File: src/design/spi_target_pkg.sv
// Shared constants and types for the SPI target unit with RAM access
package spi_target_pkg;

  // ==========================================================================
  // Widths
  localparam int BYTE_W = 8;
  localparam int CNT_W  = 16;
  localparam int ADDR_W = 32;
  localparam int SYNC_W = 3;

  // ==========================================================================
  // Bit positions and fixed values
  localparam logic [2:0]        BIT_FIRST = 3'h0;
  localparam logic [2:0]        BIT_LAST  = 3'h7;
  localparam logic [CNT_W-1:0]  CNT_ZERO  = 16'h0000;
  localparam logic [CNT_W-1:0]  CNT_ONE   = 16'h0001;
  localparam logic [BYTE_W-1:0] BYTE_ZERO = 8'h00;
  localparam logic [ADDR_W-1:0] ADDR_ZERO = 32'h0000_0000;
  localparam logic [ADDR_W-CNT_W-1:0] ADDR_PAD = 16'h0000;

  // Sync lane positions
  localparam int LANE_CSN  = 0;
  localparam int LANE_SCK  = 1;
  localparam int LANE_MOSI = 2;

  // Status clear strobe positions
  localparam int CLR_OVERFLOW = 0;
  localparam int CLR_UNDERRUN = 1;

  // ==========================================================================
  // Semaphore owner
  typedef enum logic [1:0] {
    SEM_FREE = 2'b00,
    SEM_CPU  = 2'b01,
    SEM_UNIT = 2'b10
  } sem_t;

  // Transaction state
  typedef enum logic [1:0] {
    TXN_IDLE     = 2'b00,
    TXN_GRANTED  = 2'b01,
    TXN_IGNORED  = 2'b10,
    TXN_END_WAIT = 2'b11
  } txn_t;

endpackage : spi_target_pkg

File: src/design/spi_target_unit.sv
// SPI target unit: semaphore, bit engine and RAM access engine
`timescale 1ns/1ps

// Function
// - Fill with overrun char once TX buffer exhausted
// - Done event only after RAM accesses finish
// - CPU takes semaphore, waits for granted event
// - Give while CPU not owner does nothing
// - Done-to-CPU shortcut hands semaphore to CPU
// - RX full event when limit bytes received
// - Drop bytes past RX limit, set excess flag
// - Fill extra reads, set TX underrun flag
// - Report stored RX and loaded TX byte counts, capped at limits
// - CPU owns semaphore after enable, no event
// - Take while CPU owns grants at once
// - Select low with CPU owner ignores transaction
// - Ignored stays ignored until select rises
// - Same-instant requests go to the CPU
// - Granted: store received, send TX buffer bytes
// - Select high ends grant, release, done event
// - CPU take during grant served after release
// - Shortcut serves only one pending take
// - Disconnected pin leaves signal unattached
// - Pins follow GPIO settings when disabled
// - Output line high impedance when not selected
// - All four clock modes via polarity, phase
module spi_target_unit
  import spi_target_pkg::*;
(
  input  wire logic              i_clk_sys,
  input  wire logic              i_rst_n,
  input  wire logic              i_enable,
  input  wire logic              i_clock_polarity_bit,
  input  wire logic              i_clock_phase_bit,
  input  wire logic              i_short_end_acquire,
  input  wire logic              i_take_task,
  input  wire logic              i_give_task,
  input  wire logic [1:0]        i_status_clear,
  input  wire logic [ADDR_W-1:0] i_rx_buffer_pointer,
  input  wire logic [ADDR_W-1:0] i_tx_buffer_pointer,
  input  wire logic [CNT_W-1:0]  i_rx_byte_limit,
  input  wire logic [CNT_W-1:0]  i_tx_byte_limit,
  input  wire logic [BYTE_W-1:0] i_overrun_fill_char,
  input  wire logic [BYTE_W-1:0] i_ignored_fill_char,
  input  wire logic              i_select_pin_choice,
  input  wire logic              i_clock_pin_choice,
  input  wire logic              i_data_in_pin_choice,
  input  wire logic              i_data_out_pin_choice,
  input  wire logic              i_pin_select_n,
  input  wire logic              i_pin_clock,
  input  wire logic              i_pin_data_in,
  input  wire logic              i_gpio_data_out,
  input  wire logic              i_gpio_data_out_oe_n,
  output logic                   o_pin_data_out,
  output logic                   o_pin_data_out_oe_n,
  output logic                   o_mem_req,
  output logic                   o_mem_we,
  output logic      [ADDR_W-1:0] o_mem_addr,
  output logic      [BYTE_W-1:0] o_mem_wdata,
  input  wire logic              i_mem_ack,
  input  wire logic [BYTE_W-1:0] i_mem_rdata,
  output logic                   o_done_event,
  output logic                   o_rx_buffer_full_event,
  output logic                   o_sem_granted_event,
  output logic      [1:0]        o_sem_owner,
  output logic                   o_rx_excess_flag,
  output logic                   o_tx_underrun_flag,
  output logic      [CNT_W-1:0]  o_rx_bytes_done,
  output logic      [CNT_W-1:0]  o_tx_bytes_done
);

  typedef struct packed {
    sem_t              sem;
    txn_t              txn;
    logic              take_pend;
    logic              csn_q;
    logic              sck_q;
    logic [2:0]        bit_cnt;
    logic [BYTE_W-1:0] rx_sh;
    logic [BYTE_W-1:0] tx_sh;
    logic              miso;
    logic              miso_oe_n;
    logic [CNT_W-1:0]  rx_cnt;
    logic [CNT_W-1:0]  tx_cnt;
    logic [CNT_W-1:0]  tx_idx;
    logic [BYTE_W-1:0] tx_buf;
    logic              rd_pend;
    logic              rd_stale;
    logic              wr_pend;
    logic [ADDR_W-1:0] wr_addr;
    logic [BYTE_W-1:0] wr_data;
    logic              mem_req;
    logic              mem_we;
    logic [ADDR_W-1:0] mem_addr;
    logic [BYTE_W-1:0] mem_wdata;
    logic              done_evt;
    logic              full_evt;
    logic              grant_evt;
    logic              excess;
    logic              underrun;
    logic [CNT_W-1:0]  rx_done;
    logic [CNT_W-1:0]  tx_done;
  } unit_state_t;

  unit_state_t st;
  unit_state_t next_st;

  // ==========================================================================
  // Pin attachment and synchronisers
  logic [SYNC_W-1:0] pins_raw;
  logic [SYNC_W-1:0] pins_s;
  logic              csn_s;
  logic              sck_s;
  logic              mosi_s;
  logic              csn_fall;
  logic              csn_rise;
  logic              leading;
  logic              trailing;
  logic              sample_edge;
  logic              shift_edge;
  logic              load_byte;
  logic              active;

  // Disconnected inputs read as idle levels
  always_comb
  begin
    pins_raw[LANE_CSN]  = i_select_pin_choice ? i_pin_select_n : 1'b1;
    pins_raw[LANE_SCK]  = i_clock_pin_choice ? i_pin_clock : i_clock_polarity_bit;
    pins_raw[LANE_MOSI] = i_data_in_pin_choice & i_pin_data_in;
  end

  pin_sync #(
    .WIDTH (SYNC_W)
  ) u_pin_sync (
    .i_clk_sys (i_clk_sys),
    .i_rst_n   (i_rst_n),
    .i_async   (pins_raw),
    .i_rst_val ({SYNC_W{1'b1}}),
    .o_sync    (pins_s)
  );

  // Edges come from the synchronised copy against our own last sample
  always_comb
  begin
    csn_s       = pins_s[LANE_CSN] | ~i_enable;
    sck_s       = pins_s[LANE_SCK];
    mosi_s      = pins_s[LANE_MOSI];
    csn_fall    = st.csn_q & ~csn_s;
    csn_rise    = ~st.csn_q & csn_s;
    leading     = (sck_s != st.sck_q) & (sck_s != i_clock_polarity_bit);
    trailing    = (sck_s != st.sck_q) & (sck_s == i_clock_polarity_bit);
    sample_edge = i_clock_phase_bit ? trailing : leading;
    shift_edge  = i_clock_phase_bit ? leading : trailing;
    active      = ~csn_s & ((st.txn == TXN_GRANTED) | (st.txn == TXN_IGNORED));
  end

  // ==========================================================================
  // Next state: semaphore, bit engine, RAM access engine
  always_comb
  begin
    next_st           = st;
    load_byte         = 1'b0;
    next_st.done_evt  = 1'b0;
    next_st.full_evt  = 1'b0;
    next_st.grant_evt = 1'b0;
    next_st.csn_q     = csn_s;
    next_st.sck_q     = sck_s;
    // Clear first so that a flag set in the same cycle survives
    if (i_status_clear[CLR_OVERFLOW])
    begin
      next_st.excess = 1'b0;
    end
    if (i_status_clear[CLR_UNDERRUN])
    begin
      next_st.underrun = 1'b0;
    end

    // CPU tasks act before the unit looks at the owner, so the CPU wins a tie
    if (i_take_task)
    begin
      unique case (st.sem)
        SEM_FREE, SEM_CPU:
        begin
          next_st.sem       = SEM_CPU;
          next_st.grant_evt = 1'b1;
        end
        SEM_UNIT:
        begin
          next_st.take_pend = 1'b1;
        end
        default:
        begin
          next_st.sem = SEM_CPU;
        end
      endcase
    end
    else if (i_give_task && st.sem == SEM_CPU)
    begin
      next_st.sem      = SEM_FREE;
      next_st.tx_idx   = CNT_ZERO;
      next_st.rd_pend  = (i_tx_byte_limit != CNT_ZERO);
      next_st.rd_stale = st.mem_req & ~st.mem_we;
    end

    // Select edges drive the transaction state
    if (csn_fall && st.txn == TXN_IDLE)
    begin
      next_st.bit_cnt = BIT_FIRST;
      next_st.rx_cnt  = CNT_ZERO;
      next_st.tx_cnt  = CNT_ZERO;
      if (next_st.sem == SEM_FREE)
      begin
        next_st.sem = SEM_UNIT;
        next_st.txn = TXN_GRANTED;
      end
      else
      begin
        next_st.txn = TXN_IGNORED;
      end
      load_byte = ~i_clock_phase_bit;
    end
    else if (csn_rise)
    begin
      if (st.txn == TXN_GRANTED)
      begin
        next_st.txn = TXN_END_WAIT;
      end
      else if (st.txn == TXN_IGNORED)
      begin
        next_st.txn = TXN_IDLE;
      end
    end

    // Bit engine, shared by granted and ignored transactions
    if (active && sample_edge)
    begin
      next_st.rx_sh   = {st.rx_sh[BYTE_W-2:0], mosi_s};
      next_st.bit_cnt = st.bit_cnt + 3'h1;
      if (st.bit_cnt == BIT_LAST && st.txn == TXN_GRANTED)
      begin
        if (st.rx_cnt < i_rx_byte_limit)
        begin
          next_st.wr_pend = 1'b1;
          next_st.wr_addr = i_rx_buffer_pointer + {ADDR_PAD, st.rx_cnt};
          next_st.wr_data = {st.rx_sh[BYTE_W-2:0], mosi_s};
          next_st.rx_cnt  = st.rx_cnt + CNT_ONE;
          next_st.full_evt = (st.rx_cnt + CNT_ONE == i_rx_byte_limit);
        end
        else
        begin
          next_st.excess = 1'b1;
        end
      end
    end
    if (active && shift_edge)
    begin
      if (st.bit_cnt == BIT_FIRST)
      begin
        load_byte = 1'b1;
      end
      else
      begin
        next_st.miso  = st.tx_sh[BYTE_W-1];
        next_st.tx_sh = {st.tx_sh[BYTE_W-2:0], 1'b0};
      end
    end

    // Pick the next outgoing byte
    if (load_byte)
    begin
      if (next_st.txn == TXN_IGNORED)
      begin
        next_st.miso  = i_ignored_fill_char[BYTE_W-1];
        next_st.tx_sh = {i_ignored_fill_char[BYTE_W-2:0], 1'b0};
      end
      // Count from next_st: a select fall in this cycle has just cleared the stale count
      else if (next_st.tx_cnt < i_tx_byte_limit)
      begin
        next_st.miso    = st.tx_buf[BYTE_W-1];
        next_st.tx_sh   = {st.tx_buf[BYTE_W-2:0], 1'b0};
        next_st.tx_cnt  = next_st.tx_cnt + CNT_ONE;
        next_st.tx_idx  = st.tx_idx + CNT_ONE;
        next_st.rd_pend = (st.tx_idx + CNT_ONE < i_tx_byte_limit);
      end
      else
      begin
        next_st.miso     = i_overrun_fill_char[BYTE_W-1];
        next_st.tx_sh    = {i_overrun_fill_char[BYTE_W-2:0], 1'b0};
        next_st.underrun = 1'b1;
      end
    end

    // RAM access engine: one access at a time, writes first
    if (st.mem_req)
    begin
      if (i_mem_ack)
      begin
        next_st.mem_req = 1'b0;
        if (!st.mem_we)
        begin
          next_st.rd_stale = 1'b0;
          if (!st.rd_stale)
          begin
            next_st.tx_buf = i_mem_rdata;
          end
        end
      end
    end
    else if (st.wr_pend)
    begin
      next_st.wr_pend   = 1'b0;
      next_st.mem_req   = 1'b1;
      next_st.mem_we    = 1'b1;
      next_st.mem_addr  = st.wr_addr;
      next_st.mem_wdata = st.wr_data;
    end
    else if (st.rd_pend)
    begin
      next_st.rd_pend  = 1'b0;
      next_st.mem_req  = 1'b1;
      next_st.mem_we   = 1'b0;
      next_st.mem_addr = i_tx_buffer_pointer + {ADDR_PAD, st.tx_idx};
    end

    // Completion waits until every RAM access of the transaction is over
    if (st.txn == TXN_END_WAIT && !st.wr_pend && !st.rd_pend && !st.mem_req)
    begin
      next_st.txn      = TXN_IDLE;
      next_st.done_evt = 1'b1;
      next_st.rx_done  = st.rx_cnt;
      next_st.tx_done  = st.tx_cnt;
      if (st.take_pend || i_take_task || i_short_end_acquire)
      begin
        next_st.sem       = SEM_CPU;
        next_st.grant_evt = 1'b1;
        next_st.take_pend = 1'b0;
      end
      else
      begin
        next_st.sem     = SEM_FREE;
        next_st.tx_idx  = CNT_ZERO;
        next_st.rd_pend = (i_tx_byte_limit != CNT_ZERO);
      end
    end

    // Output pin: driven only while selected, GPIO owns it when disabled
    if (i_enable)
    begin
      next_st.miso_oe_n = ~(i_data_out_pin_choice & ~csn_s);
    end
    else
    begin
      next_st.miso_oe_n = i_gpio_data_out_oe_n;
    end

    // Disabled unit: CPU owns the semaphore, no pending take, no granted event
    if (!i_enable)
    begin
      next_st.sem       = SEM_CPU;
      next_st.txn       = TXN_IDLE;
      next_st.take_pend = 1'b0;
      next_st.grant_evt = 1'b0;
      next_st.miso      = i_gpio_data_out;
    end
  end

  // ==========================================================================
  // State register
  always_ff @(posedge i_clk_sys or negedge i_rst_n)
  begin
    if (!i_rst_n)
    begin
      st           <= '0;
      st.sem       <= SEM_CPU;
      st.txn       <= TXN_IDLE;
      st.csn_q     <= 1'b1;
      st.miso_oe_n <= 1'b1;
    end
    else
    begin
      st <= next_st;
    end
  end

  // Outputs straight from the state register
  assign o_pin_data_out         = st.miso;
  assign o_pin_data_out_oe_n    = st.miso_oe_n;
  assign o_mem_req              = st.mem_req;
  assign o_mem_we               = st.mem_we;
  assign o_mem_addr             = st.mem_addr;
  assign o_mem_wdata            = st.mem_wdata;
  assign o_done_event           = st.done_evt;
  assign o_rx_buffer_full_event = st.full_evt;
  assign o_sem_granted_event    = st.grant_evt;
  assign o_sem_owner            = st.sem;
  assign o_rx_excess_flag       = st.excess;
  assign o_tx_underrun_flag     = st.underrun;
  assign o_rx_bytes_done        = st.rx_done;
  assign o_tx_bytes_done        = st.tx_done;

  // ==========================================================================
  // Assertions
  a_give_noop: assert property (@(posedge i_clk_sys) disable iff (!i_rst_n)
    (i_enable && st.txn == TXN_GRANTED && i_give_task) |=> (st.sem == SEM_UNIT))
    else $error("give while unit owns semaphore changed owner");

  a_take_immediate: assert property (@(posedge i_clk_sys) disable iff (!i_rst_n)
    (i_enable && st.sem == SEM_CPU && i_take_task) |=> o_sem_granted_event)
    else $error("take while CPU owns gave no granted event");

  a_enable_silent: assert property (@(posedge i_clk_sys) disable iff (!i_rst_n)
    $rose(i_enable) |=> (o_sem_owner == SEM_CPU) && !o_sem_granted_event)
    else $error("enable did not hand semaphore quietly to CPU");

  a_ignored_holds: assert property (@(posedge i_clk_sys) disable iff (!i_rst_n)
    (st.txn == TXN_IGNORED && i_enable) |=> (st.txn == TXN_IGNORED) || (st.txn == TXN_IDLE))
    else $error("ignored transaction became granted");

  a_race_cpu: assert property (@(posedge i_clk_sys) disable iff (!i_rst_n)
    (i_enable && csn_fall && i_take_task && st.sem == SEM_FREE && st.txn == TXN_IDLE)
      |=> (st.sem == SEM_CPU) && (st.txn == TXN_IGNORED))
    else $error("simultaneous request not awarded to CPU");

  a_done_after_ram: assert property (@(posedge i_clk_sys) disable iff (!i_rst_n)
    o_done_event |-> !st.wr_pend && !o_mem_req && $past(st.txn) == TXN_END_WAIT)
    else $error("done event raised with RAM access outstanding");

  a_done_handover: assert property (@(posedge i_clk_sys) disable iff (!i_rst_n)
    o_done_event |-> (o_sem_granted_event == (o_sem_owner == SEM_CPU)))
    else $error("semaphore handover and granted event disagree");

  a_out_hiz: assert property (@(posedge i_clk_sys) disable iff (!i_rst_n)
    (i_enable && csn_s) [*2] |-> o_pin_data_out_oe_n)
    else $error("output line driven while not selected");

  a_excess_flag: assert property (@(posedge i_clk_sys) disable iff (!i_rst_n)
    (active && sample_edge && st.bit_cnt == BIT_LAST && st.txn == TXN_GRANTED
      && st.rx_cnt >= i_rx_byte_limit) |=> o_rx_excess_flag && !st.wr_pend)
    else $error("byte past receive limit not flagged or not dropped");

  a_underrun_flag: assert property (@(posedge i_clk_sys) disable iff (!i_rst_n)
    (load_byte && next_st.txn == TXN_GRANTED && (csn_fall ? CNT_ZERO : st.tx_cnt) >= i_tx_byte_limit)
      |=> o_tx_underrun_flag && (o_pin_data_out == i_overrun_fill_char[BYTE_W-1]))
    else $error("over-read did not send fill or set flag");

  c_granted: cover property (@(posedge i_clk_sys) disable iff (!i_rst_n) o_done_event);
  c_ignored: cover property (@(posedge i_clk_sys) disable iff (!i_rst_n)
    st.txn == TXN_IGNORED ##1 st.txn == TXN_IDLE);
  c_full: cover property (@(posedge i_clk_sys) disable iff (!i_rst_n) o_rx_buffer_full_event);
  c_shortcut: cover property (@(posedge i_clk_sys) disable iff (!i_rst_n)
    o_done_event && o_sem_granted_event);

endmodule : spi_target_unit

File: src/design/pin_sync.sv
// Two-flop synchroniser for pins arriving from outside the clock domain
`timescale 1ns/1ps
module pin_sync
#(
  parameter int WIDTH = 1
)
(
  input  wire logic             i_clk_sys,
  input  wire logic             i_rst_n,
  input  wire logic [WIDTH-1:0] i_async,
  input  wire logic [WIDTH-1:0] i_rst_val,
  output logic      [WIDTH-1:0] o_sync
);

  typedef struct packed {
    logic [WIDTH-1:0] s1;
    logic [WIDTH-1:0] s2;
  } sync_state_t;

  sync_state_t st;
  sync_state_t next_st;

  // ==========================================================================
  // Stage one is read by stage two only
  always_comb
  begin
    next_st    = st;
    next_st.s1 = i_async;
    next_st.s2 = st.s1;
  end

  // Reset value is a constant idle level, not the pin itself
  always_ff @(posedge i_clk_sys or negedge i_rst_n)
  begin
    if (!i_rst_n)
    begin
      st <= '1;
    end
    else
    begin
      st <= next_st;
    end
  end

  assign o_sync = st.s2 | (i_rst_val & ~i_rst_val);

endmodule : pin_sync

File: config.mk
export PLATFORM = sky130hd
export DESIGN_NAME = spi_target_unit
export DESIGN_NICKNAME = d
export VERILOG_FILES = /design/src/design/spi_target_pkg.sv /design/src/design/spi_target_unit.sv /design/src/design/pin_sync.sv
export SDC_FILE = /design/constraint.sdc
export NUM_CORES = 1
export LEC_CHECK = 0
export ABC_CLOCK_PERIOD_IN_PS = 5100
export BUFFER_PORTS_ARGS = -buffer_cell sky130_fd_sc_hd__clkbuf_2
export CAP_MARGIN = 20
export CORE_ASPECT_RATIO = 1.25
export CORE_MARGIN = 8
export CORE_UTILIZATION = 45
export CTS_CLUSTER_DIAMETER = 80
export DETAILED_ROUTE_END_ITERATION = 8
export HOLD_SLACK_MARGIN = 0.06
export PLACE_DENSITY_LB_ADDON = 0.05
export SLEW_MARGIN = 20
export SYNTH_ARGS = -nofsm -noshare
export SYNTH_HDL_FRONTEND = slang
export SYNTH_SLANG_ARGS = --single-unit
export TNS_END_PERCENT = 10
File: constraint.sdc
create_clock -name i_clk_sys -period 5.1 [get_ports i_clk_sys]
set_input_delay 1.275 -clock i_clk_sys [delete_from_list [all_inputs] [get_ports i_clk_sys]]
set_output_delay 1.275 -clock i_clk_sys [all_outputs]
set_load 0.005 [all_outputs]
==> reports/results.ini, run 1 <==
[timing]
setup_viol = 0
post-route-min-period_ns = 4.15
slew_violations = 0
setup_tns_ns = 0
finalHoldViolCount = 0
slew_headroom_pct = 36.4
fmax_ghz = 0.241
rsz0062_at_grt = no
fin_crit_sh_pct = 81.3
skew_ns = 0.0105
worst_pin_slew_ns = 0.951

[worst_setup_path]
worstSetupPathType = input port to flop
worst-path-max-fanout = 23
crit_path_end_kind = flop
worstPathRequired_ns = 5.51
crit_arrival_ns = 4.55
start_kind = input port

[global_route]
antenna_found_initial = 2
grt_usage_pct = 22.6
overflow = 0
grt_first_pass_wirelength_mm = 65.1
grt_max_degree = 112
grt_pass1_vias = 12000

[die]
dieArea_um2 = 36200
io_pins = 223
dieHeight_um = 211
coreArea_um2 = 30000
dieWidth_um = 172
row_count = 71
start_util_pct = 45.5

[yosys]
synth.distinct_cells = 75
synth.area.mux_share_pct = 3.32
syn_nets = 1775
syn_area_per_cell_um2 = 8.83
synth_top_family_by_area = simple AND/OR/NAND/NOR gates
yosys.area.top_type = dfrtp_1
synth-simple-area-share_pct = 19.0
syn_inst = 1546
synth_top_cells_by_area = dfrtp_1 (37%), ha_1 (8.0%), nand2_1 (6.5%), buf_4 (4.2%), a21oi_1 (3.2%)
synth_most_common_cell = nand2_1
synthFlopType = dfrtp_1
synth_edf_count = 0
synth_xor_area_share_pct = 5.96
synth-seq-cells = 210
async_reset_ff_share_pct = 100
synth_compound_area_share_pct = 16.9
synth.top_cell.area_share_pct = 36.9
synth_adder_area_share_pct = 8.27
ys_top_cells_by_count = nand2_1 (237), dfrtp_1 (201), a21oi_1 (88)
ys_seq_area_share_pct = 38.6
yosys_warnings = 0
synth_area_um2 = 13600

[routing]
dr.pass1.iters = 7
finalWirelength_mm = 41.3
vias_per_cell = 5.57
dr_total_vias = 11700
drt_iter0_markers = 691
drc = 0
drtAntennaViolNets = 0
wl_per_cell_um = 19.7

[place]
gp_congestion = 0.895
port_buffers = 222
dpl.hpwl_mm = 31.6

[clock_network]
max-clock-path-buffers = 3
cts_resized = 0
clockRootBuffer = clkbuf_16
htreeDepth = 1
tritoncts = built
cts_setup_buffers = 0
numCtsBuffers = 24
insertion_delay_ns = 0.53
path_clk_slew_ns = 0.06
cts.sink_count = 210
cts_hold_buf = 0

[layout]
drive_above_1_share_pct = 19.6
synthToLayoutAreaGrowth_pct = 12.9
diodes = 0
fin_nets = 1907
finish.utilization_pct = 51.3

[outcome]
status = complete, no violations

[pwr]
p_leak_nw = 7.57
ir_drop_uv = 234
pwr_density_cell_nw_per_um2 = 316
finalPower_mw = 4.87

[min_path]
min_path_type = flop to flop

[run]
max_cap_violations = 0

[layout by cell type, fill, tap and decap left out, types with 50 or more instances in the layout]
| cell | n |
|---|---|
| a21oi_1 | 88 |
| clkbuf_2 | 221 |
| dfrtp_1 | 201 |
| ha_1 | 87 |
| inv_1 | 69 |
| nand2_1 | 237 |
| nand3_1 | 75 |
| nor2_1 | 69 |
| o21ai_0 | 80 |
| xor2_1 | 50 |
[worst max-delay path: stages]
cell	delay, ns
clkbuf_2	0.18
nand4b_2	0.47
and2_1	0.40
ha_1	0.29
nor2b_1	0.13
a311oi_1	0.22
o21ai_0	0.14
nand4_1	0.25
nand3_1	0.47
buf_4	0.40
a32oi_1	0.19
o21ai_0	0.11
[state kept, by name, summed over array words and instances (netlist names), 2 cells and up]
name / flops
o_sem_owner: 2
o_mem_addr: 32
u_pin_sync.next_st: 3
o_rx_bytes_done: 16
u_pin_sync.st: 3
st: 121
o_mem_wdata: 8
o_tx_bytes_done: 16
[layer usage]
| layer | vias up | global-route usage [%] | wire length (µm) |
|---|---|---|---|
| met5 | - | 0 | 21 |
| met1 | 5583 | 28.2 | 17400 |
| met3 | 72 | 4.47 | 2530 |
| met2 | 298 | 37.9 | 19900 |
| met4 | 4 | 8.99 | 1530 |
| li1 | 5696 | - | - |
[final timing paths]
check	start	to	slack, ns	cells after the start
min in group asynchronous	i_rst_n	o_mem_wdata[4]	0.80	1
max in group asynchronous	i_rst_n	st[200]	3.28	2
min reg2reg	u_pin_sync.next_st[1]	u_pin_sync.st[1]	0.36	0
min	u_pin_sync.next_st[1]	u_pin_sync.st[1]	0.36	0
max	i_enable	st[121]	0.95	12
max reg2reg	st[202]	st[121]	1.17	13
[cell type report]
type | count | area [µm²]
fill | 2966 | 14600
tap | 401 | 502
timing repair buffer | 244 | 1300
clock buffer | 30 | 674
sequential | 210 | 5270
multi-input combinational | 1128 | 7310
clock inverter | 10 | 103
inverter | 70 | 263
[power by group]
part	switching [mW]	internal (mW)
clock network	0.712	1.03
logic	0.599	0.468
registers	0.175	1.89
[cell families (layout without fill, tap and decap cells)]
kind of cell | count (synthesis) | count (layout)
AOI/OAI and AO/OA | 355 | 355
DFF | 210 | 210
buffers and inverters | 208 | 354
and+or+nand+nor | 550 | 550
adders and majority gates | 89 | 89
muxes | 42 | 42
xor gates and xnor gates | 92 | 92
[metrics by stage]
step / worst slack (ns) / cells / instance area [µm²] / hold slack [ns]
after floorplan: 0.944 / 1546 / 13600 / 0.345
after global placement: 0.417 / 2053 / 14600 / 0.346
after detailed placement: 0.392 / 2053 / 14600 / 0.347
after CTS: 0.966 / 2093 / 15400 / 0.356
after global routing: 0.658 / 2093 / 15400 / 0.360
final: 0.952 / 2093 / 15400 / 0.355
No activity file was read; power rests on OpenSTA's default activity.
==> inputs of run 2 (changes only) <==
- ABC_CLOCK_PERIOD_IN_PS: 5100 -> 4050
- clock period: 5.1 -> 4.05 ns (I/O delays scaled with it)
==> reports/results.ini, run 2 (synthesized netlist as in run 1, its figures left out) <==
[worst_setup_path]
crit_path_end_kind = flop
crit_arrival_ns = 3.79
worstSetupPathType = flop to flop
rr_worst_depth = 13
worstPathCellList = inv_1, ha_1, nand4b_2, buf_12, and2_1, ha_1, and3_1, a221o_1, a21oi_1, nand3_1, buf_4, nor4_2, xnor2_1
r2r_slack_ns = 0.70
cp_common_cell = ha_1
critPathTopFamily = simple AND/OR/NAND/NOR gates
slowest_stage = dfrtp_1
r2r_start = st[202]
start_kind = flop
worstPathRequired_ns = 4.50
r2r_end = st[157]
worst-path-max-fanout = 37
max_stage_delay_ns = 0.42
cp.buffers_inverters = 3

[place]
dpl.hpwl_mm = 31.7
port_buffers = 222
dp.cells = 2070
gp_congestion = 0.906
place_area_um2 = 14800

[min_path]
hp-start = u_pin_sync.next_st[1]
hold_depth = 0
min_path_type = flop to flop
hold_end = u_pin_sync.st[1]

[die]
dieArea_um2 = 36200
dieWidth_um = 172
io_pins = 223
start_util_pct = 45.5
coreArea_um2 = 30000
dieHeight_um = 211
row_count = 71

[timing]
rsz0062_at_grt = no
fmax_ghz = 0.299
slew_violations = 0
post-route-min-period_ns = 3.35
slew_headroom_pct = 38.0
finalHoldViolCount = 0
worst_pin_slew_ns = 0.927
skew_ns = 0.0113
fin_crit_sh_pct = 82.6
setup_viol = 0
setup_tns_ns = 0
hold_ws_ns = 0.357

[layout]
fillers = 2972
largest_reg_flops = 121
stdcell_area_um2 = 15600
layout_commonest_cell = nand2_1
drive_above_1_share_pct = 20.4
fin_nets = 1924
top_register = st
final_cell_mix = nand2_1 (237), clkbuf_2 (221), dfrtp_1 (201), a21oi_1 (88), ha_1 (87)
diodes = 0
synthToLayoutAreaGrowth_pct = 14.1
instances_no_fill = 2114

[clock_network]
path_clk_slew_ns = 0.06
max-clock-path-buffers = 3
cts_setup_buffers = 0
cts_hold_buf = 0
tritoncts = built
cts_resized = 0
insertion_delay_ns = 0.53
cts.sink_count = 210
clockRootBuffer = clkbuf_16
htreeDepth = 1
numCtsBuffers = 24

[global_route]
antenna_found_initial = 2
grt_pass1_vias = 11800
grt_first_pass_wirelength_mm = 64.0
grt_usage_pct = 22.2
grt_max_degree = 105
overflow = 0

[routing]
vias_per_cell = 5.57
dr.pass1.iters = 5
drc = 0
drtAntennaViolNets = 0
wl_per_cell_um = 19.2
dr_total_vias = 11800
drt_iter0_markers = 710
finalWirelength_mm = 40.7

[outcome]
status = complete, no violations

[pwr]
p_leak_nw = 7.66
pwr_density_cell_nw_per_um2 = 391
finalPower_mw = 6.09
ir_drop_uv = 276

[run]
max_cap_violations = 0

==> run 2: changes by cell type in the layout (fill, tap and decap cells not counted) <==
cell       previous run  this run
bufinv_16             2         0
nor2_2                2         1
buf_12                1         3
clkbuf_1              2         5
o21ai_1               3         2
nor2_1               69        70
buf_4                21        36
clkbuf_8              3         7
clkinv_2              7         6
o21ai_2               0         1
==> run 2: metal layers <==
layer / track usage [%] / part of all wire [%]
met1: 27.3 / 42
met2: 37.6 / 48
met3: 4.08 / 6.0
met4: 9.17 / 3.9
met5: 0 / 0.042
==> run 2: worst max path at each step <==
stage / from / end / slack (ns) / cells past startpoint
4_1_cts: st[202] / st[157] / 0.70 / 14
3_3_place_gp: i_rx_buffer_pointer[0] / st[107] / 0.37 / 12
2_1_floorplan: i_enable / st[133] / 0.16 / 13
6_report: st[202] / st[157] / 0.70 / 13
5_1_grt: st[202] / st[157] / 0.46 / 14
3_5_place_dp: i_rx_byte_limit[15] / st[166] / 0.32 / 12
==> run 2: power by group <==
group          leakage [nW]  switching (mW)  internal (mW)  total, mW
sequential             2.78           0.220           2.38       2.60
clock                 0.388           0.893           1.25       2.15
combinational          4.49           0.750          0.590       1.34
==> run 2: layout make-up <==
type	instances	area [µm²]	area share, %
repair buffers	261	1450	9.32
well taps	401	502	3.22
inverters	70	263	1.69
multi-input cells	1128	7310	46.9
clock inverters	7	37.5	0.241
flip-flops and latches	210	5270	33.8
clock buffers	37	741	4.76
==> run 2: worst reg2reg max path, stage by stage, from the launching register on <==
cell and delay [ns]:
dfrtp_1 0.42, inv_1 0.12, ha_1 0.19, nand4b_2 0.15, buf_12 0.20, and2_1 0.20, ha_1 0.31, and3_1 0.19
a221o_1 0.32, a21oi_1 0.18, nand3_1 0.28, buf_4 0.28, nor4_2 0.28, xnor2_1 0.15
==> run 2: stage by stage <==
| stage | util, % | setup WS, ns |
|---|---|---|
| after global routing | 51.9 | 0.457 |
| final | 51.9 | 0.704 |
| after floorplan | - | 0.156 |
| after CTS | 51.9 | 0.698 |
| after detailed placement | 49.3 | 0.319 |
| after global placement | 49.2 | 0.373 |
